===== config.mk =====
export PLATFORM = sky130hd
export DESIGN_NAME = efsc_counters
export DESIGN_NICKNAME = d
export VERILOG_FILES = /design/src/verilog/efsc_pkg.sv /design/src/verilog/efsc_counters.sv
export SDC_FILE = /design/constraint.sdc
export NUM_CORES = 1
export LEC_CHECK = 0
export BUFFER_PORTS_ARGS = -buffer_cell sky130_fd_sc_hd__buf_2
export CAP_MARGIN = 30
export CORE_MARGIN = 3
export CORE_UTILIZATION = 51
export DETAILED_ROUTE_END_ITERATION = 8
export HOLD_SLACK_MARGIN = 0.15
export MAX_ROUTING_LAYER = met4
export PLACE_DENSITY = 0.69
export SYNTH_ARGS = -nofsm -noshare
export SYNTH_HDL_FRONTEND = slang
export SYNTH_SLANG_ARGS = --single-unit

===== constraint.sdc =====
create_clock -name pclk -period 8.8 [get_ports pclk]
set_clock_uncertainty 0.05 [all_clocks]
set_input_delay 0.88 -clock pclk [delete_from_list [all_inputs] [get_ports pclk]]
set_output_delay 0.88 -clock pclk [all_outputs]
set_load 0.005 [all_outputs]

===== src/verilog/efsc_pkg.sv =====
package efsc_pkg;

	// ----------------------------------------------------------------
	// Bus and counter geometry
	// ----------------------------------------------------------------
	localparam int APB_AW = 8;
	localparam int APB_DW = 32;
	localparam int CNT_W = 16;
	localparam int CNT_MSB = 15;
	localparam int NUM_CNT = 5;

	// ----------------------------------------------------------------
	// Register map: base word plus set, clear and invert aliases
	// ----------------------------------------------------------------
	localparam logic [7:0] TX_OK_OFS = 8'h00;
	localparam logic [7:0] ONE_COL_OFS = 8'h10;
	localparam logic [7:0] MANY_COL_OFS = 8'h20;
	localparam logic [7:0] RX_OK_OFS = 8'h30;
	localparam logic [7:0] CSUM_ERR_OFS = 8'h40;
	localparam logic [1:0] ALIAS_BASE = 2'h0;
	localparam logic [1:0] ALIAS_CLR = 2'h1;
	localparam logic [1:0] ALIAS_SET = 2'h2;
	localparam logic [1:0] ALIAS_INV = 2'h3;
	localparam logic [15:0] CNT_RESET = 16'h0000;
	localparam logic [31:0] RDATA_RESET = 32'h0000_0000;

	// Counter indices
	localparam int IDX_TX_OK = 0;
	localparam int IDX_ONE_COL = 1;
	localparam int IDX_MANY_COL = 2;
	localparam int IDX_RX_OK = 3;
	localparam int IDX_CSUM_ERR = 4;

	typedef struct packed {
		logic frame_ok;
		logic one_collision;
		logic many_collision;
	} efsc_tx_evt_t;

	typedef struct packed {
		logic frame_done;
		logic filter_accept;
		logic checksum_error;
		logic dribble;
	} efsc_rx_evt_t;

endpackage


===== src/verilog/efsc_counters.sv =====
`timescale 1ns/1ps
// Overview of operation
// - A 16-bit counter counts every frame sent successfully.
// - A 16-bit counter counts frames sent after exactly one collision.
// - A 16-bit counter counts frames sent after more than one collision.
// - A 16-bit counter counts frames accepted by the receive filter.
// - Frames with checksum or alignment error never count as received ok.
// - The three transmit counters react only to transmit strobes.
// - The two receive counters react only to receive strobes.
// - A read clears the counter unless byte lanes 0 and 1 are both off.
// - Bits 31 to 16 read zero and ignore writes.
// - The checksum error counter counts bad frames of whole octets.
module efsc_counters
	import efsc_pkg::*;
(
	input wire logic pclk,
	input wire logic presetn,
	input wire logic psel,
	input wire logic penable,
	input wire logic pwrite,
	input wire logic [efsc_pkg::APB_AW-1:0] paddr,
	input wire logic [efsc_pkg::APB_DW-1:0] pwdata,
	input wire logic [3:0] pstrb,
	output logic [efsc_pkg::APB_DW-1:0] prdata,
	output logic pready,
	output logic pslverr,
	input wire efsc_pkg::efsc_tx_evt_t tx_evt,
	input wire efsc_pkg::efsc_rx_evt_t rx_evt
);
	import efsc_pkg::*;

	// ----------------------------------------------------------------
	// Local types and sizes
	// ----------------------------------------------------------------
	// Read data carries the count in the low half, zeros above
	localparam int PAD_W = APB_DW - CNT_W;
	localparam logic [2:0] SEL_TX_OK = 3'(IDX_TX_OK);
	localparam logic [2:0] SEL_ONE_COL = 3'(IDX_ONE_COL);
	localparam logic [2:0] SEL_MANY_COL = 3'(IDX_MANY_COL);
	localparam logic [2:0] SEL_RX_OK = 3'(IDX_RX_OK);
	localparam logic [2:0] SEL_CSUM_ERR = 3'(IDX_CSUM_ERR);

	// Setup is tracked so a stray enable without setup is never taken
	typedef enum
	{
		PH_IDLE,
		PH_SETUP,
		PH_ANSWER
	} efsc_phase_t;

	// ----------------------------------------------------------------
	// Signals
	// ----------------------------------------------------------------
	efsc_phase_t phase_reg;
	efsc_phase_t phase_next;
	logic access;

	logic aligned;
	logic hit;
	logic [2:0] sel_idx;
	logic [1:0] alias_kind;

	logic rd_lanes;
	logic [CNT_W-1:0] lane_mask;
	logic [CNT_W-1:0] wr_mask;
	logic [NUM_CNT-1:0] mine;
	logic [NUM_CNT-1:0] rd_clr;
	logic [NUM_CNT-1:0] wr_hit;

	logic tx_ok;
	logic tx_one;
	logic tx_many;
	logic rx_end;
	logic rx_good;
	logic rx_csum_bad;
	logic [NUM_CNT-1:0] inc;

	// Counters wrap silently at 16 bits; software must read in time
	logic [CNT_W-1:0] cnt_reg [NUM_CNT];
	logic [CNT_W-1:0] cnt_next [NUM_CNT];
	logic [CNT_W-1:0] rd_value;

	logic [APB_DW-1:0] prdata_next;
	logic [APB_DW-1:0] prdata_reg;
	logic pready_reg;
	logic pready_next;
	logic pslverr_reg;
	logic pslverr_next;

	// ----------------------------------------------------------------
	// Bus phase
	// ----------------------------------------------------------------
	// One wait state: the first access cycle is taken, the next answers
	assign access = psel && penable && (phase_reg == PH_SETUP);

	always_comb
	begin
		phase_next = phase_reg;
		case (phase_reg)
			PH_IDLE:
			begin
				if (psel && !penable)
					phase_next = PH_SETUP;
			end
			PH_SETUP:
			begin
				if (access)
					phase_next = PH_ANSWER;
				else if (!psel)
					phase_next = PH_IDLE;
			end
			PH_ANSWER:
			begin
				phase_next = PH_IDLE;
			end
			default:
			begin
				phase_next = PH_IDLE;
			end
		endcase
	end

	always_ff @(posedge pclk or negedge presetn)
	begin
		if (!presetn)
			phase_reg <= PH_IDLE;
		else
			phase_reg <= phase_next;
	end

	// ----------------------------------------------------------------
	// Address decode
	// ----------------------------------------------------------------
	assign alias_kind = paddr[3:2];
	assign aligned = (paddr[1:0] == 2'h0);

	// Misaligned or unmapped words answer with an error, change nothing
	always_comb
	begin
		hit = 1'b1;
		sel_idx = SEL_TX_OK;
		case (paddr[7:4])
			TX_OK_OFS[7:4]:
				sel_idx = SEL_TX_OK;
			ONE_COL_OFS[7:4]:
				sel_idx = SEL_ONE_COL;
			MANY_COL_OFS[7:4]:
				sel_idx = SEL_MANY_COL;
			RX_OK_OFS[7:4]:
				sel_idx = SEL_RX_OK;
			CSUM_ERR_OFS[7:4]:
				sel_idx = SEL_CSUM_ERR;
			default:
				hit = 1'b0;
		endcase
		if (!aligned)
			hit = 1'b0;
	end

	// ----------------------------------------------------------------
	// Byte lanes
	// ----------------------------------------------------------------
	// Only lanes 0 and 1 hold counter bits; lanes 2 and 3 are ignored
	assign rd_lanes = pstrb[0] || pstrb[1];
	assign lane_mask = {{8{pstrb[1]}}, {8{pstrb[0]}}};
	assign wr_mask = lane_mask & pwdata[CNT_MSB:0];

	// ----------------------------------------------------------------
	// Per-counter access strobes
	// ----------------------------------------------------------------
	// Reads of any alias clear, unless both low lanes are off
	genvar gd;
	generate
		for (gd = 0; gd < NUM_CNT; gd++)
		begin : g_dec
			assign mine[gd] = access && hit && (sel_idx == 3'(gd));
			assign rd_clr[gd] = mine[gd] && !pwrite && rd_lanes;
			assign wr_hit[gd] = mine[gd] && pwrite;
		end
	endgenerate

	// ----------------------------------------------------------------
	// Transmit event qualification
	// ----------------------------------------------------------------
	// Collision flags only qualify a successful frame
	always_comb
	begin
		tx_ok = tx_evt.frame_ok;
		tx_one = tx_evt.frame_ok && tx_evt.one_collision;
		tx_many = tx_evt.frame_ok && tx_evt.many_collision;
	end

	// ----------------------------------------------------------------
	// Receive event qualification
	// ----------------------------------------------------------------
	// An alignment error is a checksum error with a dribble nibble
	always_comb
	begin
		rx_end = rx_evt.frame_done;
		rx_good = rx_end && rx_evt.filter_accept
			&& !rx_evt.checksum_error;
		rx_csum_bad = rx_end && rx_evt.checksum_error
			&& !rx_evt.dribble;
	end

	// ----------------------------------------------------------------
	// Count strobes
	// ----------------------------------------------------------------
	always_comb
	begin
		inc = '0;
		inc[IDX_TX_OK] = tx_ok;
		inc[IDX_ONE_COL] = tx_one;
		inc[IDX_MANY_COL] = tx_many;
		inc[IDX_RX_OK] = rx_good;
		inc[IDX_CSUM_ERR] = rx_csum_bad;
	end

	// ----------------------------------------------------------------
	// Counter update
	// ----------------------------------------------------------------
	genvar gi;
	generate
		for (gi = 0; gi < NUM_CNT; gi++)
		begin : g_cnt
			logic [CNT_W-1:0] wr_value;

			// Value a write leaves behind, before any event is added
			always_comb
			begin
				wr_value = cnt_reg[gi];
				case (alias_kind)
					ALIAS_BASE:
						wr_value = (cnt_reg[gi] & ~lane_mask) | wr_mask;
					ALIAS_CLR:
						wr_value = cnt_reg[gi] & ~wr_mask;
					ALIAS_SET:
						wr_value = cnt_reg[gi] | wr_mask;
					ALIAS_INV:
						wr_value = cnt_reg[gi] ^ wr_mask;
					default:
						wr_value = cnt_reg[gi];
				endcase
			end

			// Event added last so a coincident clear or write keeps it
			always_comb
			begin
				cnt_next[gi] = cnt_reg[gi];
				if (rd_clr[gi])
					cnt_next[gi] = CNT_RESET;
				else if (wr_hit[gi])
					cnt_next[gi] = wr_value;
				if (inc[gi])
					cnt_next[gi] = cnt_next[gi] + 16'h0001;
			end

			always_ff @(posedge pclk or negedge presetn)
			begin
				if (!presetn)
					cnt_reg[gi] <= CNT_RESET;
				else
					cnt_reg[gi] <= cnt_next[gi];
			end
		end
	endgenerate

	// ----------------------------------------------------------------
	// Read select
	// ----------------------------------------------------------------
	always_comb
	begin
		rd_value = CNT_RESET;
		case (sel_idx)
			SEL_TX_OK:
				rd_value = cnt_reg[IDX_TX_OK];
			SEL_ONE_COL:
				rd_value = cnt_reg[IDX_ONE_COL];
			SEL_MANY_COL:
				rd_value = cnt_reg[IDX_MANY_COL];
			SEL_RX_OK:
				rd_value = cnt_reg[IDX_RX_OK];
			SEL_CSUM_ERR:
				rd_value = cnt_reg[IDX_CSUM_ERR];
			default:
				rd_value = CNT_RESET;
		endcase
	end

	// ----------------------------------------------------------------
	// Bus answer
	// ----------------------------------------------------------------
	// Read data stays zero outside the answer cycle
	always_comb
	begin
		pready_next = 1'b0;
		pslverr_next = 1'b0;
		prdata_next = RDATA_RESET;
		if (access)
		begin
			pready_next = 1'b1;
			if (!hit)
				pslverr_next = 1'b1;
			else if (!pwrite)
				prdata_next = {{PAD_W{1'b0}}, rd_value};
		end
	end

	// ----------------------------------------------------------------
	// Output registers
	// ----------------------------------------------------------------
	// Each output comes straight from its own flip-flop
	always_ff @(posedge pclk or negedge presetn)
	begin
		if (!presetn)
			pready_reg <= 1'b0;
		else
			pready_reg <= pready_next;
	end

	always_ff @(posedge pclk or negedge presetn)
	begin
		if (!presetn)
			pslverr_reg <= 1'b0;
		else
			pslverr_reg <= pslverr_next;
	end

	always_ff @(posedge pclk or negedge presetn)
	begin
		if (!presetn)
			prdata_reg <= RDATA_RESET;
		else
			prdata_reg <= prdata_next;
	end

	assign pready = pready_reg;
	assign pslverr = pslverr_reg;
	assign prdata = prdata_reg;

endmodule


Word level (Yosys, flattened, before mapping) --
Index checks and enable logic that the tools add are counted.
Word-level totals: output and inout port bits 34, memories 0, bits in latches 0, flip-flop bits (word level) 146, input port bits 56, RAM bits 0, ROM bits 0
Operators by class: reduce and logical (&&, ||, !) cells 42, mux-type cells 34, $lt $le $gt $ge 0, add/subtract/negate cells 5, divide/modulo/power cells 0, bitwise logic cells 28, shift-type cells 0, multipliers 0, equal/unequal tests 15
Operators by type and width (count):
- 16-bit one-hot mux with 4 select lines | 5
- 16-bit two-way mux | 18
- 16-bit AND | 11
- 16-bit OR | 10
- 32-bit two-way mux | 3
- 16-bit by 1-bit adder with 16-bit output (second input constant) | 5
- 16-bit one-hot mux with 5 select lines | 1
- 16-bit XOR | 5
- 32-bit one-hot mux with 2 select lines | 1
- 32-bit by 1-bit equality test with 1-bit output (second input constant) | 1
- 32-bit by 2-bit equality test with 1-bit output (second input constant) | 1
- 32-bit zero test | 1
- 16-bit inverter | 2
- 1-bit logical AND | 30
- 3-bit one-hot mux with 4 select lines | 1
- 4-bit by 2-bit equality test with 1-bit output (second input constant) | 2
- 3-bit by 2-bit equality test with 1-bit output (second input constant) | 2
- 1-bit two-way mux | 5
- 5-bit OR reduction | 1
- 2-bit equality test (second input constant) | 2
- 4-bit by 1-bit equality test with 1-bit output (second input constant) | 1
- 4-bit by 3-bit equality test with 1-bit output (second input constant) | 1
- 1-bit zero test | 4
- 2-bit zero test | 2
- 9 further kinds | 9

Logic depth before layout (Yosys ltp) --
depth after elaboration 11, mapped depth 14

Least setup slack after synthesis --
No wires, ideal clock.
path type in2reg, start input pstrb[0], end register cnt_reg[46] (netlist bit), data required time 8.627 ns, buffers on the path 3, arrival time 3.636 ns, setup slack 4.991 ns, cell stages on the path 13, cells stage by stage clkbuf_1 buf_2 clkbuf_1 nand2_1 ha_1 a21boi_0 a31oi_1 a211oi_1 ha_1 nand3_1 nor4_1 nand3_1 xor2_1
RTL lines:
- start, declared | RTL line efsc_counters.sv:23 | input wire logic [3:0] pstrb,
- end signal, assigned by index | RTL line efsc_counters.sv:263 | cnt_reg[gi] <= cnt_next[gi];
- end, declared | RTL line efsc_counters.sv:79 | logic [CNT_W-1:0] cnt_reg [NUM_CNT];

==> results.yml <==
grt:
  grt_usage_pct: 31.84
  met2_usage_pct: 45.02
  grt_overflow: 0
  grt_max_degree: 72
  grtUsageMet3_pct: 5.612
  first_global_vias: 8398
  grt_antenna_before_repair: 0
  grt_pass1_wl_microns: 48810
  use_met1_pct: 46.32
  busiest_layer: "met1"
layout:
  nNetsFinal: 1285
  final_core_util_pct: 56.08
  stdcell_area_sq_mm: 0.01018
  diodes: 0
  largest_reg_flops: 80
  drive_above_1_share_pct: 12.11
  area.growth.synth_to_final_pct: 7.267
setup_path:
  reg2reg_to: "cnt_reg[8]"
  r2r_setup_slack_ns: 4.06
  critPathMaxFanout: 27
  crit_type: "input pin to register"
  worstSetupStartpointType: "input pin"
  r2r_start: "phase_reg[0]"
  cp.required_ns: 9.02
  end_kind: "register"
  cp.arrival_ns: 5.22
  reg2reg_depth: 12
floorplanning:
  start_util_pct: 52.28
  io_pins: 90
  die-area_sq_mm: 0.02028
  fp.dieH_microns: 142.4
  core_sq_mm: 0.01815
  die_x_microns: 142.4
  num_rows: 49
power:
  swShare_pct: 36.05
  p_sw_uw: 574.2
  power_frac_seq_pct: 37.2
  pwr-share-comb_pct: 34.1
  p_per_area_mw_per_mm2: 156.5
  p_leak_nw: 4.303
  clkPwrFrac_pct: 28.7
  irDropWorstVdd_uv: 82.66
  p_int_mw: 1.019
  power.total_mw: 1.593
yosys:
  yosys.area.top_type_share_pct: 26.37
  synthArstFlopShare_pct: 100.0
  synth_area_sq_mm: 0.009488
  synth_seq_cells: 100
  netlist_instances: 1139
  yosysMostFrequentCell: "a21oi_1"
  synth_edf_count: 0
  yosysWarningCount: 0
  yosysTopAreaCell: "dfrtp_1"
  avgSynthCellArea_sq_um: 8.330
  ys_top_cells_by_area: "dfrtp_1 26%, ha_1 11%, a21oi_1 6.9%"
  synth_common_cells: "130 x a21oi_1, 100 x dfrtp_1, 91 x nand2_1, 85 x ha_1, 67 x o21ai_0"
  ys_seq_area_share_pct: 26.37
  ys_types: 81
  ys.flop_type: "dfrtp_1"
clocking:
  postCtsSetupBuffers: 0
  hold_buffers: 0
  cts_sinks: 100
  clkLatencyLatePin_ns: 0.36
  clock_path_buffers: 2
  post_cts_resized: 0
  clockRootBuffer: "clkbuf_16"
  clkTransAtPathRegs_ns: 0.07
  numCtsBuffers: 9
  cts_tree: "done"
  cts.htree.levels: 3
sta:
  tightest_slew_ns: 1.038
  rsz0062_at_grt: "false"
  clock.fmax_mhz: 200.2
  setup_tns_ns: 0
  min_period_ns: 4.996
  maxSlewViolCount: 0
  setup_viol: 0
  hold_viol_final: 0
  relSlewSlack_pct: 30.56
  fin_crit_sh_pct: 56.77
  timing.hold.ws_ns: 0.3764
placed_design:
  dp_hpwl_microns: 22840
  place_congestion: 0.9947
  dpl_cell_area_sq_mm: 0.009842
  port_buffers: 55
route:
  vias: 9422
  antenna_left: 0
  vias_per_cell: 6.842
  route.detailed.drc: 0
  post_drt_wl_per_cell_microns: 22.85
  dr.first_iter.drc_count: 1443
  drtPass1Iterations: 6
  wl_microns: 31460
status:
  status: "complete, no violations"
flow_run:
  cap_violations: 0
worst_hold_path:
  min_from: "phase_reg[1]"
  hold_path_end: "phase_reg[0]"
  holdPathStages: 1
  hp-class: "register to register"
-- cell usage in the layout (no fill, tap or decap), types with 17 or more instances in the layout --
| master | n |
|---|---|
| a21o_1 | 20 |
| nand2b_1 | 20 |
| buf_2 | 54 |
| inv_1 | 17 |
| buf_4 | 18 |
| dfrtp_1 | 100 |
| a22oi_1 | 19 |
| nor2b_1 | 27 |
| a21oi_1 | 130 |
| nand3_1 | 40 |
| o21ai_0 | 67 |
| nor2_1 | 49 |
| xor2_1 | 31 |
| xnor2_1 | 42 |
| ha_1 | 85 |
| nor3_1 | 42 |
| nand2_1 | 91 |
-- metal layers --
layer	wire (microns)	vias to the layer above
li1	-	4255
met1	13660	4515
met2	13350	571
met3	3351	81
met4	1100	0
met5	0	-
-- through the flow --
step | std cells | setup WS (ns)
after floorplan | 1154 | 4.991
after global placement | 1360 | 3.629
final | 1377 | 3.804
after global routing | 1377 | 3.587
after detailed placement | 1362 | 3.519
after CTS | 1377 | 3.891
-- worst max-delay path, cell delays in order --
cell and delay, ns:
buf_2 0.11, nand4b_2 0.43, clkinv_1 0.88, nand4_1 0.78, nor2_1 0.10, buf_4 0.21
a211oi_2 0.26, ha_1 0.21, nand2_1 0.08, nor4_1 0.57, nand2b_1 0.28, nor3_1 0.27
xor2_1 0.16
-- power by group through the flow --
stage               clock [mW]  combinational, mW  sequential, mW
CTS                      0.463              0.534           0.590
finish                   0.457              0.542           0.593
floorplan                    0              0.409           0.575
detailed placement           0              0.532           0.596
global placement             0              0.512           0.596
global route             0.478              0.609           0.601
-- how the worst max path moves through the flow --
stage / to / slack (ns) / start
2_1_floorplan: cnt_reg[46] / 4.99 / pstrb[0]
3_3_place_gp: cnt_reg[8] / 3.63 / psel
3_5_place_dp: cnt_reg[8] / 3.52 / psel
4_1_cts: cnt_reg[8] / 3.89 / psel
5_1_grt: cnt_reg[10] / 3.59 / psel
6_report: cnt_reg[8] / 3.80 / psel
-- area by class of cell --
cell class                 count  area (sq um)
clock inverter                 3         68.82
sequential                   100          2502
tap                          229         286.5
fill                        1661          7970
multi-input combinational    942          6570
timing repair buffer          73         415.4
clock buffer                  12         266.5
inverter                      18         67.56
-- cell families after synthesis --
group,synth area share [%]
muxes,0.7121
and+or+nand+nor,23.61
buffers and inverters,5.499
AOI/OAI and AO/OA,25.82
DFF,26.37
xor gates and xnor gates,6.739
other,0.03952
adders and majority gates,11.21
No activity file was read; power rests on OpenSTA's default activity.
